===== src/inc/rcs_pkg.sv =====
/*
 Shared constants and types of the reset and clock sequencer.
 Assumes a single 40 MHz pclk domain.
*/
package rcs_pkg;
   // ==========================================================
   // Timing
   localparam int CLK_MHZ = 40;
   localparam int CLK_HZ = CLK_MHZ * 1000000;
   localparam int MIN_RESET_INPUT_PULSE_NS = 50;
   localparam int MIN_RESET_OUTPUT_PULSE_NS = 500;
   localparam logic [2:0] IN_PULSE_CYC = 3'((MIN_RESET_INPUT_PULSE_NS * CLK_MHZ + 999) / 1000);
   localparam logic [5:0] OUT_PULSE_CYC = 6'((MIN_RESET_OUTPUT_PULSE_NS * CLK_MHZ + 999) / 1000);
   localparam int PLL_IN_MIN_HZ = 2000000;
   localparam int PLL_IN_MAX_HZ = 4000000;
   localparam logic [4:0] PLL_PER_MIN = 5'(CLK_HZ / PLL_IN_MAX_HZ);
   localparam logic [4:0] PLL_PER_MAX = 5'(CLK_HZ / PLL_IN_MIN_HZ);
   localparam logic [4:0] PER_SAT = 5'h1F;
   localparam int DELAY_SHORT_CYC = 256;
   localparam int DELAY_LONG_CYC = 4096;
   localparam logic [12:0] DLY_SHORT_LAST = 13'(DELAY_SHORT_CYC - 1);
   localparam logic [12:0] DLY_LONG_LAST = 13'(DELAY_LONG_CYC - 1);
   localparam logic [15:0] VEC_HI_ADDR = 16'hFFFE;
   localparam logic [15:0] VEC_LO_ADDR = 16'hFFFF;
   // ==========================================================
   // Option fields
   localparam int OPT_SRC_LSB = 0;
   localparam int OPT_RANGE_LSB = 2;
   localparam int OPT_PLL_BIT = 5;
   localparam int OPT_LONG_BIT = 6;
   localparam logic [7:0] OPT_RESET = 8'h40;
   localparam logic [7:0] OPT_MASK = 8'h7F;
   localparam logic [2:0] RANGE_MAX = 3'h4;
   // ==========================================================
   // Register map
   localparam logic [11:0] ADR_OPTION = 12'h000;
   localparam logic [11:0] ADR_STATUS = 12'h004;
   localparam logic [11:0] ADR_FLAGS = 12'h008;
   localparam logic [11:0] ADR_VECTOR = 12'h00C;
   localparam int FLG_WDG_BIT = 0;
   localparam int FLG_LOWV_BIT = 4;
   localparam int ST_PHASE_LSB = 0;
   localparam int ST_CFG_ERR = 2;
   localparam int ST_PLL_ON = 3;
   localparam int ST_RANGE_ERR = 4;
   localparam int ST_LOWV = 5;
   localparam int ST_PIN = 6;
   localparam int ST_CORE_RUN = 7;
   // ==========================================================
   // Types
   typedef enum logic [1:0] {SRC_EXT, SRC_RES, SRC_RC, SRC_BAD} rcs_src_e;
   typedef enum logic [1:0] {PH_ACTIVE, PH_DELAY, PH_FETCH, PH_RUN} rcs_phase_e;
   typedef struct packed {
      logic [4:0] per_cnt;
      logic [4:0] half;
      logic in_range;
      logic div_tog;
      logic cpu_en;
      logic pll_on;
      logic cfg_err;
      logic res_en;
      logic rc_en;
      logic [2:0] range_sel;
   } rcs_clk_s;
   typedef struct packed {
      rcs_phase_e phase;
      logic [7:0] opt;
      logic [7:0] act_opt;
      logic [2:0] in_cnt;
      logic [5:0] wdg_cnt;
      logic [12:0] dly_cnt;
      logic fetch_idx;
      logic [15:0] vec;
      logic vec_rd;
      logic [15:0] vec_addr;
      logic pin_oe;
      logic core_rst_n;
      logic core_en;
      logic lowv_flag;
      logic wdg_flag;
      logic [31:0] prdata;
      logic pready;
      logic pslverr;
   } rcs_seq_s;

   function automatic logic is_mapped(input logic [11:0] a);
      return (a == ADR_OPTION) || (a == ADR_STATUS) || (a == ADR_FLAGS) || (a == ADR_VECTOR);
   endfunction
endpackage


===== src/inc/rcs_clk_if.sv =====
/*
 Carrier between the sequencer and its clock selector.
 Assumes both ends run on pclk.
*/
`timescale 1ns/1ps
interface rcs_clk_if;
   rcs_pkg::rcs_src_e opt_src;
   logic [2:0] opt_range;
   logic opt_pll;
   logic tick_ext;
   logic tick_res;
   logic tick_rc;
   logic cpu_en;
   logic pll_on;
   logic cfg_err;
   logic range_err;
   logic res_en;
   logic rc_en;
   logic [2:0] range_sel;
   modport gen (input opt_src, opt_range, opt_pll, tick_ext, tick_res, tick_rc,
                output cpu_en, pll_on, cfg_err, range_err, res_en, rc_en, range_sel);
   modport seq (output opt_src, opt_range, opt_pll, tick_ext, tick_res, tick_rc,
                input cpu_en, pll_on, cfg_err, range_err, res_en, rc_en, range_sel);
endinterface // rcs_clk_if


===== src/rtl/rcs_clock_select.sv =====
/*
 Clock source selection, PLL doubler and divide-by-two, as CPU enables.
 Assumes oscillator ticks are one-cycle pulses synchronous to pclk.
*/
`timescale 1ns/1ps
module rcs_clock_select (
   input wire logic pclk,
   input wire logic presetn,
   rcs_clk_if.gen cif
);
   rcs_pkg::rcs_clk_s s, n;
   logic tick;
   logic pll_req;
   logic pll_req_q;

   // ==========================================================
   // Next state
   always_comb begin
      n = s;
      tick = 1'b0;
      unique case (cif.opt_src)
         rcs_pkg::SRC_EXT: tick = cif.tick_ext;
         rcs_pkg::SRC_RES: tick = cif.tick_res;
         rcs_pkg::SRC_RC: tick = cif.tick_rc;
         default: tick = cif.tick_ext;
      endcase
      // Doubler with the RC source is refused, clock falls back to divide-by-two
      n.cfg_err = (cif.opt_pll && cif.opt_src == rcs_pkg::SRC_RC) ||
                  cif.opt_src == rcs_pkg::SRC_BAD || cif.opt_range > rcs_pkg::RANGE_MAX;
      pll_req = cif.opt_pll && cif.opt_src != rcs_pkg::SRC_RC;
      // Resonators stay on through every reset phase
      n.res_en = cif.opt_src == rcs_pkg::SRC_RES;
      n.rc_en = cif.opt_src == rcs_pkg::SRC_RC;
      n.range_sel = (cif.opt_range > rcs_pkg::RANGE_MAX) ? rcs_pkg::RANGE_MAX : cif.opt_range;
      n.cpu_en = 1'b0;
      if (tick) begin
         n.per_cnt = 5'h01;
         n.half = {1'b0, s.per_cnt[4:1]};
         n.in_range = s.per_cnt >= rcs_pkg::PLL_PER_MIN && s.per_cnt <= rcs_pkg::PLL_PER_MAX;
         n.div_tog = ~s.div_tog;
         n.cpu_en = s.pll_on ? 1'b1 : s.div_tog;
      end else begin
         if (s.per_cnt != rcs_pkg::PER_SAT) begin
            n.per_cnt = s.per_cnt + 5'h01;
         end
         // Second pulse midway through the input period doubles the rate
         n.cpu_en = s.pll_on && s.per_cnt == s.half;
      end
      // Out-of-range input cannot be doubled, so the plain divider is used
      n.pll_on = pll_req && n.in_range;
   end

   always_ff @(posedge pclk or negedge presetn) begin
      if (!presetn) begin
         s <= '0;
      end else begin
         s <= n;
      end
   end

   assign cif.cpu_en = s.cpu_en;
   assign cif.pll_on = s.pll_on;
   assign cif.cfg_err = s.cfg_err;
   assign cif.range_err = pll_req_q;
   assign cif.res_en = s.res_en;
   assign cif.rc_en = s.rc_en;
   assign cif.range_sel = s.range_sel;

   always_comb begin
      pll_req_q = cif.opt_pll && cif.opt_src != rcs_pkg::SRC_RC && !s.in_range;
   end
endmodule // rcs_clock_select


===== src/rtl/rcs_reset_sequencer.sv =====
/*
 Reset sequencer top: merges pin, low-voltage and watchdog reset sources,
 drives the open-drain reset pin, counts the stabilisation delay in CPU
 cycles, fetches the reset vector and releases the core. APB slave for
 option, status, cause flags and fetched vector.
 Assumes all inputs synchronous to pclk; the pin level is resolved outside.
*/
//
// Behaviour
// - With PLL, a 2 to 4 MHz input is doubled to give 4 to 8 MHz.
// - Option selects PLL; without it core clock is oscillator divided by two.
// - PLL together with RC oscillator is refused as a bad configuration.
// - Option picks external clock, one of five resonator ranges, or RC.
// - Resonator oscillators keep running during reset, no restart time.
// - All three sources act on the reset pin; held low during delay.
// - After the delay the handler address is read from the top two bytes.
// - Each reset runs active phase, then delay, then vector fetch.
// - Delay is 4096 CPU cycles when long; option picks the length.
// - Vector fetch lasts exactly two CPU clock cycles.
// - Reset pin is input and open-drain output, only ever driven low.
// - Outside holds pin low a minimum width; detection works in halt.
// - Pin driven low while the low-voltage source reports low supply.
// - Watchdog underflow drives pin low a minimum width, then sequence.
// - Delay lengths are 256 or 4096 CPU cycles.
`timescale 1ns/1ps
module rcs_reset_sequencer (
   input wire logic pclk,
   input wire logic presetn,
   input wire logic psel,
   input wire logic penable,
   input wire logic pwrite,
   input wire logic [11:0] paddr,
   input wire logic [31:0] pwdata,
   output logic [31:0] prdata,
   output logic pready,
   output logic pslverr,
   input wire logic rst_pin_in,
   output logic rst_pin_out,
   output logic rst_pin_oe,
   input wire logic low_voltage_reset_source,
   input wire logic wdg_underflow,
   input wire logic osc_ext_tick,
   input wire logic osc_res_tick,
   input wire logic osc_rc_tick,
   input wire logic core_halt,
   output logic res_osc_en,
   output logic rc_osc_en,
   output logic [2:0] res_osc_range,
   output logic derived_core_clock_en,
   output logic core_reset_n,
   output logic vec_rd,
   output logic [15:0] vec_addr,
   input wire logic [7:0] vec_data
);
   rcs_pkg::rcs_seq_s s, n;
   rcs_clk_if cif ();

   logic ext_low;
   logic ext_active;
   logic lowv_src;
   logic wdg_src;
   logic src_any;
   logic release_ok;
   logic dly_done;
   logic setup;
   logic wr;
   logic [31:0] rd_word;

   // ==========================================================
   // Clock selection
   assign cif.opt_src = rcs_pkg::rcs_src_e'(s.act_opt[rcs_pkg::OPT_SRC_LSB +: 2]);
   assign cif.opt_range = s.act_opt[rcs_pkg::OPT_RANGE_LSB +: 3];
   assign cif.opt_pll = s.act_opt[rcs_pkg::OPT_PLL_BIT];
   assign cif.tick_ext = osc_ext_tick;
   assign cif.tick_res = osc_res_tick;
   assign cif.tick_rc = osc_rc_tick;

   rcs_clock_select u_clk (
      .pclk(pclk),
      .presetn(presetn),
      .cif(cif)
   );

   // ==========================================================
   // Register read mux
   always_comb begin
      rd_word = 32'h0000_0000;
      unique case (paddr)
         rcs_pkg::ADR_OPTION: begin
            rd_word[7:0] = s.opt;
         end
         rcs_pkg::ADR_STATUS: begin
            rd_word[rcs_pkg::ST_PHASE_LSB +: 2] = s.phase;
            rd_word[rcs_pkg::ST_CFG_ERR] = cif.cfg_err;
            rd_word[rcs_pkg::ST_PLL_ON] = cif.pll_on;
            rd_word[rcs_pkg::ST_RANGE_ERR] = cif.range_err;
            rd_word[rcs_pkg::ST_LOWV] = low_voltage_reset_source;
            rd_word[rcs_pkg::ST_PIN] = rst_pin_in;
            rd_word[rcs_pkg::ST_CORE_RUN] = s.core_rst_n;
         end
         rcs_pkg::ADR_FLAGS: begin
            rd_word[rcs_pkg::FLG_WDG_BIT] = s.wdg_flag;
            rd_word[rcs_pkg::FLG_LOWV_BIT] = s.lowv_flag;
         end
         rcs_pkg::ADR_VECTOR: begin
            rd_word[15:0] = s.vec;
         end
         default: begin
            rd_word = 32'h0000_0000;
         end
      endcase
   end

   // ==========================================================
   // Next state
   always_comb begin
      n = s;
      setup = psel && !penable;
      wr = psel && penable && pwrite && s.pready;

      // Own drive and the fetch window are masked, else the sequencer would re-trigger itself
      ext_low = !rst_pin_in && !s.pin_oe && s.phase != rcs_pkg::PH_FETCH;
      // Pin sampled on pclk, which runs in halt, so halt does not hide a pin reset
      if (!ext_low) begin
         n.in_cnt = 3'h0;
      end else if (s.in_cnt != rcs_pkg::IN_PULSE_CYC) begin
         n.in_cnt = s.in_cnt + 3'h1;
      end
      ext_active = ext_low && n.in_cnt == rcs_pkg::IN_PULSE_CYC;
      lowv_src = low_voltage_reset_source;
      wdg_src = wdg_underflow;
      src_any = ext_active || lowv_src || wdg_src;

      // ---------------------------------------------------------
      // Watchdog output pulse length
      if (wdg_src) begin
         n.wdg_cnt = rcs_pkg::OUT_PULSE_CYC;
      end else if (s.phase == rcs_pkg::PH_ACTIVE && s.wdg_cnt != 6'h00) begin
         n.wdg_cnt = s.wdg_cnt - 6'h01;
      end
      // While we drive the pin an outside hold cannot be seen
      release_ok = !lowv_src && n.wdg_cnt == 6'h00 && !ext_active && (s.pin_oe || rst_pin_in);
      dly_done = cif.cpu_en && s.dly_cnt == (s.act_opt[rcs_pkg::OPT_LONG_BIT] ?
                 rcs_pkg::DLY_LONG_LAST : rcs_pkg::DLY_SHORT_LAST);

      // ---------------------------------------------------------
      // Sequence
      if (src_any && s.phase != rcs_pkg::PH_ACTIVE) begin
         n.phase = rcs_pkg::PH_ACTIVE;
         n.act_opt = s.opt;
         n.core_rst_n = 1'b0;
         n.vec_rd = 1'b0;
         n.pin_oe = lowv_src || wdg_src;
      end else begin
         unique case (s.phase)
            rcs_pkg::PH_ACTIVE: begin
               n.core_rst_n = 1'b0;
               if (release_ok) begin
                  n.phase = rcs_pkg::PH_DELAY;
                  n.dly_cnt = 13'h0000;
                  n.pin_oe = 1'b1;
               end else begin
                  n.pin_oe = lowv_src || n.wdg_cnt != 6'h00;
               end
            end
            rcs_pkg::PH_DELAY: begin
               n.pin_oe = 1'b1;
               if (dly_done) begin
                  n.phase = rcs_pkg::PH_FETCH;
                  n.pin_oe = 1'b0;
                  n.vec_rd = 1'b1;
                  n.vec_addr = rcs_pkg::VEC_HI_ADDR;
                  n.fetch_idx = 1'b0;
               end else if (cif.cpu_en) begin
                  n.dly_cnt = s.dly_cnt + 13'h0001;
               end
            end
            rcs_pkg::PH_FETCH: begin
               // One byte per CPU cycle, high byte first
               if (cif.cpu_en) begin
                  if (!s.fetch_idx) begin
                     n.vec[15:8] = vec_data;
                     n.vec_addr = rcs_pkg::VEC_LO_ADDR;
                     n.fetch_idx = 1'b1;
                  end else begin
                     n.vec[7:0] = vec_data;
                     n.vec_rd = 1'b0;
                     n.phase = rcs_pkg::PH_RUN;
                     n.core_rst_n = 1'b1;
                  end
               end
            end
            rcs_pkg::PH_RUN: begin
               n.pin_oe = 1'b0;
            end
         endcase
      end

      // Core runs on CPU enables only out of reset and out of halt
      n.core_en = cif.cpu_en && n.core_rst_n && !core_halt;

      // ---------------------------------------------------------
      // Reset cause flags, write zero to clear, hardware set wins
      if (wr && paddr == rcs_pkg::ADR_FLAGS) begin
         n.lowv_flag = s.lowv_flag && pwdata[rcs_pkg::FLG_LOWV_BIT];
         n.wdg_flag = s.wdg_flag && pwdata[rcs_pkg::FLG_WDG_BIT];
      end
      if (lowv_src) begin
         n.lowv_flag = 1'b1;
         n.wdg_flag = 1'b0;
      end else if (wdg_src) begin
         n.wdg_flag = 1'b1;
      end

      // ---------------------------------------------------------
      // APB: no wait state, answer registered in the setup cycle
      n.pready = setup;
      n.pslverr = setup && !rcs_pkg::is_mapped(paddr);
      if (setup) begin
         n.prdata = pwrite ? 32'h0000_0000 : rd_word;
      end
      // Options take effect at the next reset sequence
      if (wr && paddr == rcs_pkg::ADR_OPTION) begin
         n.opt = pwdata[7:0] & rcs_pkg::OPT_MASK;
      end
   end

   // ==========================================================
   // State register
   always_ff @(posedge pclk or negedge presetn) begin
      if (!presetn) begin
         s <= '0;
         s.phase <= rcs_pkg::PH_ACTIVE;
         s.opt <= rcs_pkg::OPT_RESET;
         s.act_opt <= rcs_pkg::OPT_RESET;
         s.pin_oe <= 1'b1;
      end else begin
         s <= n;
      end
   end

   // ==========================================================
   // Outputs
   assign prdata = s.prdata;
   assign pready = s.pready;
   assign pslverr = s.pslverr;
   assign rst_pin_out = 1'b0;
   assign rst_pin_oe = s.pin_oe;
   assign res_osc_en = cif.res_en;
   assign rc_osc_en = cif.rc_en;
   assign res_osc_range = cif.range_sel;
   assign derived_core_clock_en = s.core_en;
   assign core_reset_n = s.core_rst_n;
   assign vec_rd = s.vec_rd;
   assign vec_addr = s.vec_addr;
endmodule // rcs_reset_sequencer


===== config.mk =====
export PLATFORM = sky130hd
export DESIGN_NAME = rcs_reset_sequencer
export DESIGN_NICKNAME = d
export VERILOG_FILES = /design/src/inc/rcs_pkg.sv /design/src/inc/rcs_clk_if.sv /design/src/rtl/rcs_clock_select.sv /design/src/rtl/rcs_reset_sequencer.sv
export SDC_FILE = /design/constraint.sdc
export NUM_CORES = 1
export LEC_CHECK = 0
export ABC_AREA = 1
export BUFFER_PORTS_ARGS = -buffer_cell sky130_fd_sc_hd__buf_2
export CORE_MARGIN = 5
export CORE_UTILIZATION = 36
export CTS_BUF_LIST = sky130_fd_sc_hd__clkbuf_4 sky130_fd_sc_hd__clkbuf_8 sky130_fd_sc_hd__clkbuf_16
export DETAILED_ROUTE_END_ITERATION = 12
export PLACE_DENSITY = 0.55
export SYNTH_ARGS = -nofsm -noshare
export SYNTH_HDL_FRONTEND = slang
export SYNTH_SLANG_ARGS = --single-unit

===== constraint.sdc =====
create_clock -name pclk -period 2 [get_ports pclk]
set_clock_uncertainty 0.2 [all_clocks]
set_input_delay 0 -clock pclk [delete_from_list [all_inputs] [get_ports pclk]]
set_output_delay 0 -clock pclk [all_outputs]
set_load 0.02 [all_outputs]

==> metrics <==
status=complete, but fails checks; failing checks=setup timing; RSZ-0062 raised after global routing=yes; via count=4933; placed insts=961; max-cap violation count=0; Die Area=0.0177 sq mm; number of port buffers=81; CP Capture Type=flop; ranking of synthesized cells by area=dfrtp_1 44%, nand2_1 12%, buf_4 7.8%; worst hold path type=input pin to async pin; CP Cell Sequence=inv_2, ha_4, buf_4, xor2_1, nand3_1, nand2_1, nor2_2, nand2_1, nor2_2, nand3_2, nand2_8, clkbuf_16, nand3_1, nand2_1; final setup violation count=42; Post-Synth Simple-Gate Area=24.9%; WL per Instance=14.2 um; I/O Pins=124; power density cells=1160 mW/mm^2; final global-route overflow total=0; crit path time final=2.18 ns; mean post-synth cell area=8.07 sq um; fraction of layout cells with a size suffix above 1=37.1%; die height=133 um; leak pwr=3.84 nW; row cnt=45; # clock sinks=100; data arrival time of the worst path=2.27 ns; most frequent CP cell=nand2_1; maximum vdd drop=755 uV; cell with the most instances after synthesis=nand2_1; Placed Area=0.00624 sq mm; CP max stage delay=0.36 ns; Final Hold Fails=0; EDFF count, synth=0; Synth area leader=dfrtp_1; Root Driver=clkbuf_16; sequential fraction of the synthesis area=45.9%; worst slew pin tran=0.865 ns; Synth Area in XOR/XNOR=2.24%; Setup CP Type=flop to flop; Worst slew margin=42.1%; Finished Layout Cells=1040; fin crit share=109%; clock insertion delay at the later pin of the skew report=0.35 ns; post-synthesis compound-gate area fraction=9.09%; post-synthesis cell type count=44; P&R area growth vs syn=41.9%; Startpoint Class=flop; pin count of the biggest net entering global routing=57; mux share of post-synthesis cell area=0.206%; Critical-path top delay cell=dfrtp_1; Async SR Flop Fraction=100%; antenna diode count=0; post-synth design cell area=0.00546 sq mm; GRT Resource Usage Total=15.9%; core area=0.0150 sq mm; initial antenna violation count=0; Post-Syn Instances=677; Seq cells post-synth=100; vias in the first global route=4865; Required @ worst endpoint=2.09 ns; Routed Antenna Nets=0; DPL Wire Length=10000 um; First-pass DRT Iterations=4; Chip Width=133 um; total CTS buffers=9; final setup margin=-0.176 ns; Clock transition at path regs=0.08 ns; DRC Markers=0; H-tree depth=3; via/cell ratio=4.74; Finished Core Util=51.6%; Post-Place Worst Slack=-0.166 ns; DRT Wirelength=14800 um; main combinational cell family by area after synthesis=simple AND/OR/NAND/NOR gates; Max Slew Vio Count=0; YS warnings=0; most common flop cell mapped by yosys=dfrtp_1; Starting Density=36.3%; synth cell count leaders=170 x nand2_1, 97 x dfrtp_1, 75 x inv_1, 64 x nor2_1, 57 x buf_4; CTS Buffer Depth=2; Synth top area share=44.4%; GP Congestion=0.845; Max Clock Freq=459 MHz; CP max FO=6; final instance area=0.00775 sq mm; CTS tree=done; Synth Area in Adders=3.43%; Final #Nets=926; global-route wire length before repair=22900 um; initial DRC count=265
stage by stage:
stage	power, mW	TNS, ns	hold slack (ns)
2_1_floorplan	4.61	-0.364	-0.496
5_1_grt	9.57	-9.30	0.0522
3_3_place_gp	5.61	-2.24	-0.284
4_1_cts	8.01	-1.45	0.0192
6_report	8.97	-4.45	0.0169
3_5_place_dp	5.66	-3.72	-0.283
worst max-delay path: cells and delay by family (launching register included):
family | cells | cell delay [ns]
AND/OR/NAND/NOR | 9 | 0.87
flip-flops | 1 | 0.36
buffers and inverters | 3 | 0.36
adder cells (fa/ha/maj) | 1 | 0.17
XOR/XNOR | 1 | 0.14
state kept, by name (all words and copies together) (netlist names), 2 cells and up:
name / count
s: 51
prdata: 16
u_clk.s: 11
cif.opt_range: 3
u_clk.cif.range_sel: 3
cif.opt_src: 2
vec_addr: 2
timing repair:
| action | 4_1_cts | 5_1_grt |
|---|---|---|
| pin swaps | 8 | 24 |
| gates cloned | 1 | 5 |
| gates resized for setup | 30 | 141 |
| setup buffers | 8 | 18 |
| setup endpoints to repair | 42 | 47 |
| hold buffers | 33 | 0 |
| endpoints found under the hold margin | 150 | 0 |
placed cells by master, fill, tap and decap left out, types with 3 or more instances in the layout:
cell / netlist / layout
ha_4: 0 / 6
nand2_4: 3 / 13
nor2_2: 3 / 12
o21ai_2: 1 / 13
buf_6: 2 / 5
nand2_2: 0 / 22
xor2_1: 8 / 7
dfrtp_1: 97 / 96
conb_1: 1 / 17
bufinv_16: 0 / 3
ha_1: 15 / 8
nand2_8: 0 / 4
dfstp_2: 3 / 3
nand3_2: 1 / 16
xnor2_1: 6 / 6
o21ai_0: 49 / 25
clkbuf_16: 0 / 12
nand2_1: 170 / 135
nor3_1: 9 / 7
a21oi_1: 16 / 16
inv_2: 3 / 13
a22o_1: 5 / 5
nor2_1: 64 / 50
inv_1: 75 / 62
or2_2: 3 / 3
buf_12: 0 / 6
buf_2: 1 / 80
nor2_4: 1 / 6
buf_4: 57 / 79
dlygate4sd3_1: 0 / 33
o21ai_1: 0 / 12
nand3_1: 54 / 38
kinds of logic after synthesis:
| family | count (synthesis) |
|---|---|
| compound gates | 85 |
| xor+xnor | 14 |
| fa+ha+maj | 15 |
| buf+inv | 145 |
| flops | 100 |
| mux | 1 |
| other cells | 1 |
| simple gates | 316 |
power by group:
group	leakage (nW)	internal, mW	switching (mW)
Combinational	2.39	1.91	2.19
Sequential	1.28	2.45	0.350
Clock	0.174	1.25	0.828
path summary, 6_finish.rpt:
path	start	to	slack, ns	cells after the start
min	presetn	s[67]	0.02	3
max	s[86]	s[77]	-0.18	14
max reg2reg	s[86]	s[77]	-0.18	14
max in group asynchronous	presetn	u_clk.cif.rc_en	0.36	3
min reg2reg	u_clk.s[8]	u_clk.s[8]	0.27	1
min in group pclk	psel	s[109]	0.04	6
cell type report:
| class | instances | area, sq um |
|---|---|---|
| multi-input cells | 449 | 2740 |
| clock inverters | 7 | 130 |
| well taps | 188 | 235 |
| repair buffers | 208 | 1610 |
| clock buffers | 9 | 225 |
| flip-flops and latches | 100 | 2510 |
| inverters | 79 | 307 |
| fillers | 1366 | 7280 |
layer usage:
layer  vias to the layer above  share of wire [%]  track usage [%]
met1                      2357                 43             20.0
li1                       2438                  -                -
met5                         -                  0                0
met2                       112                 51             27.4
met4                         0                2.2             5.49
met3                        26                3.6             2.83
(Power assumes the default switching activity.)
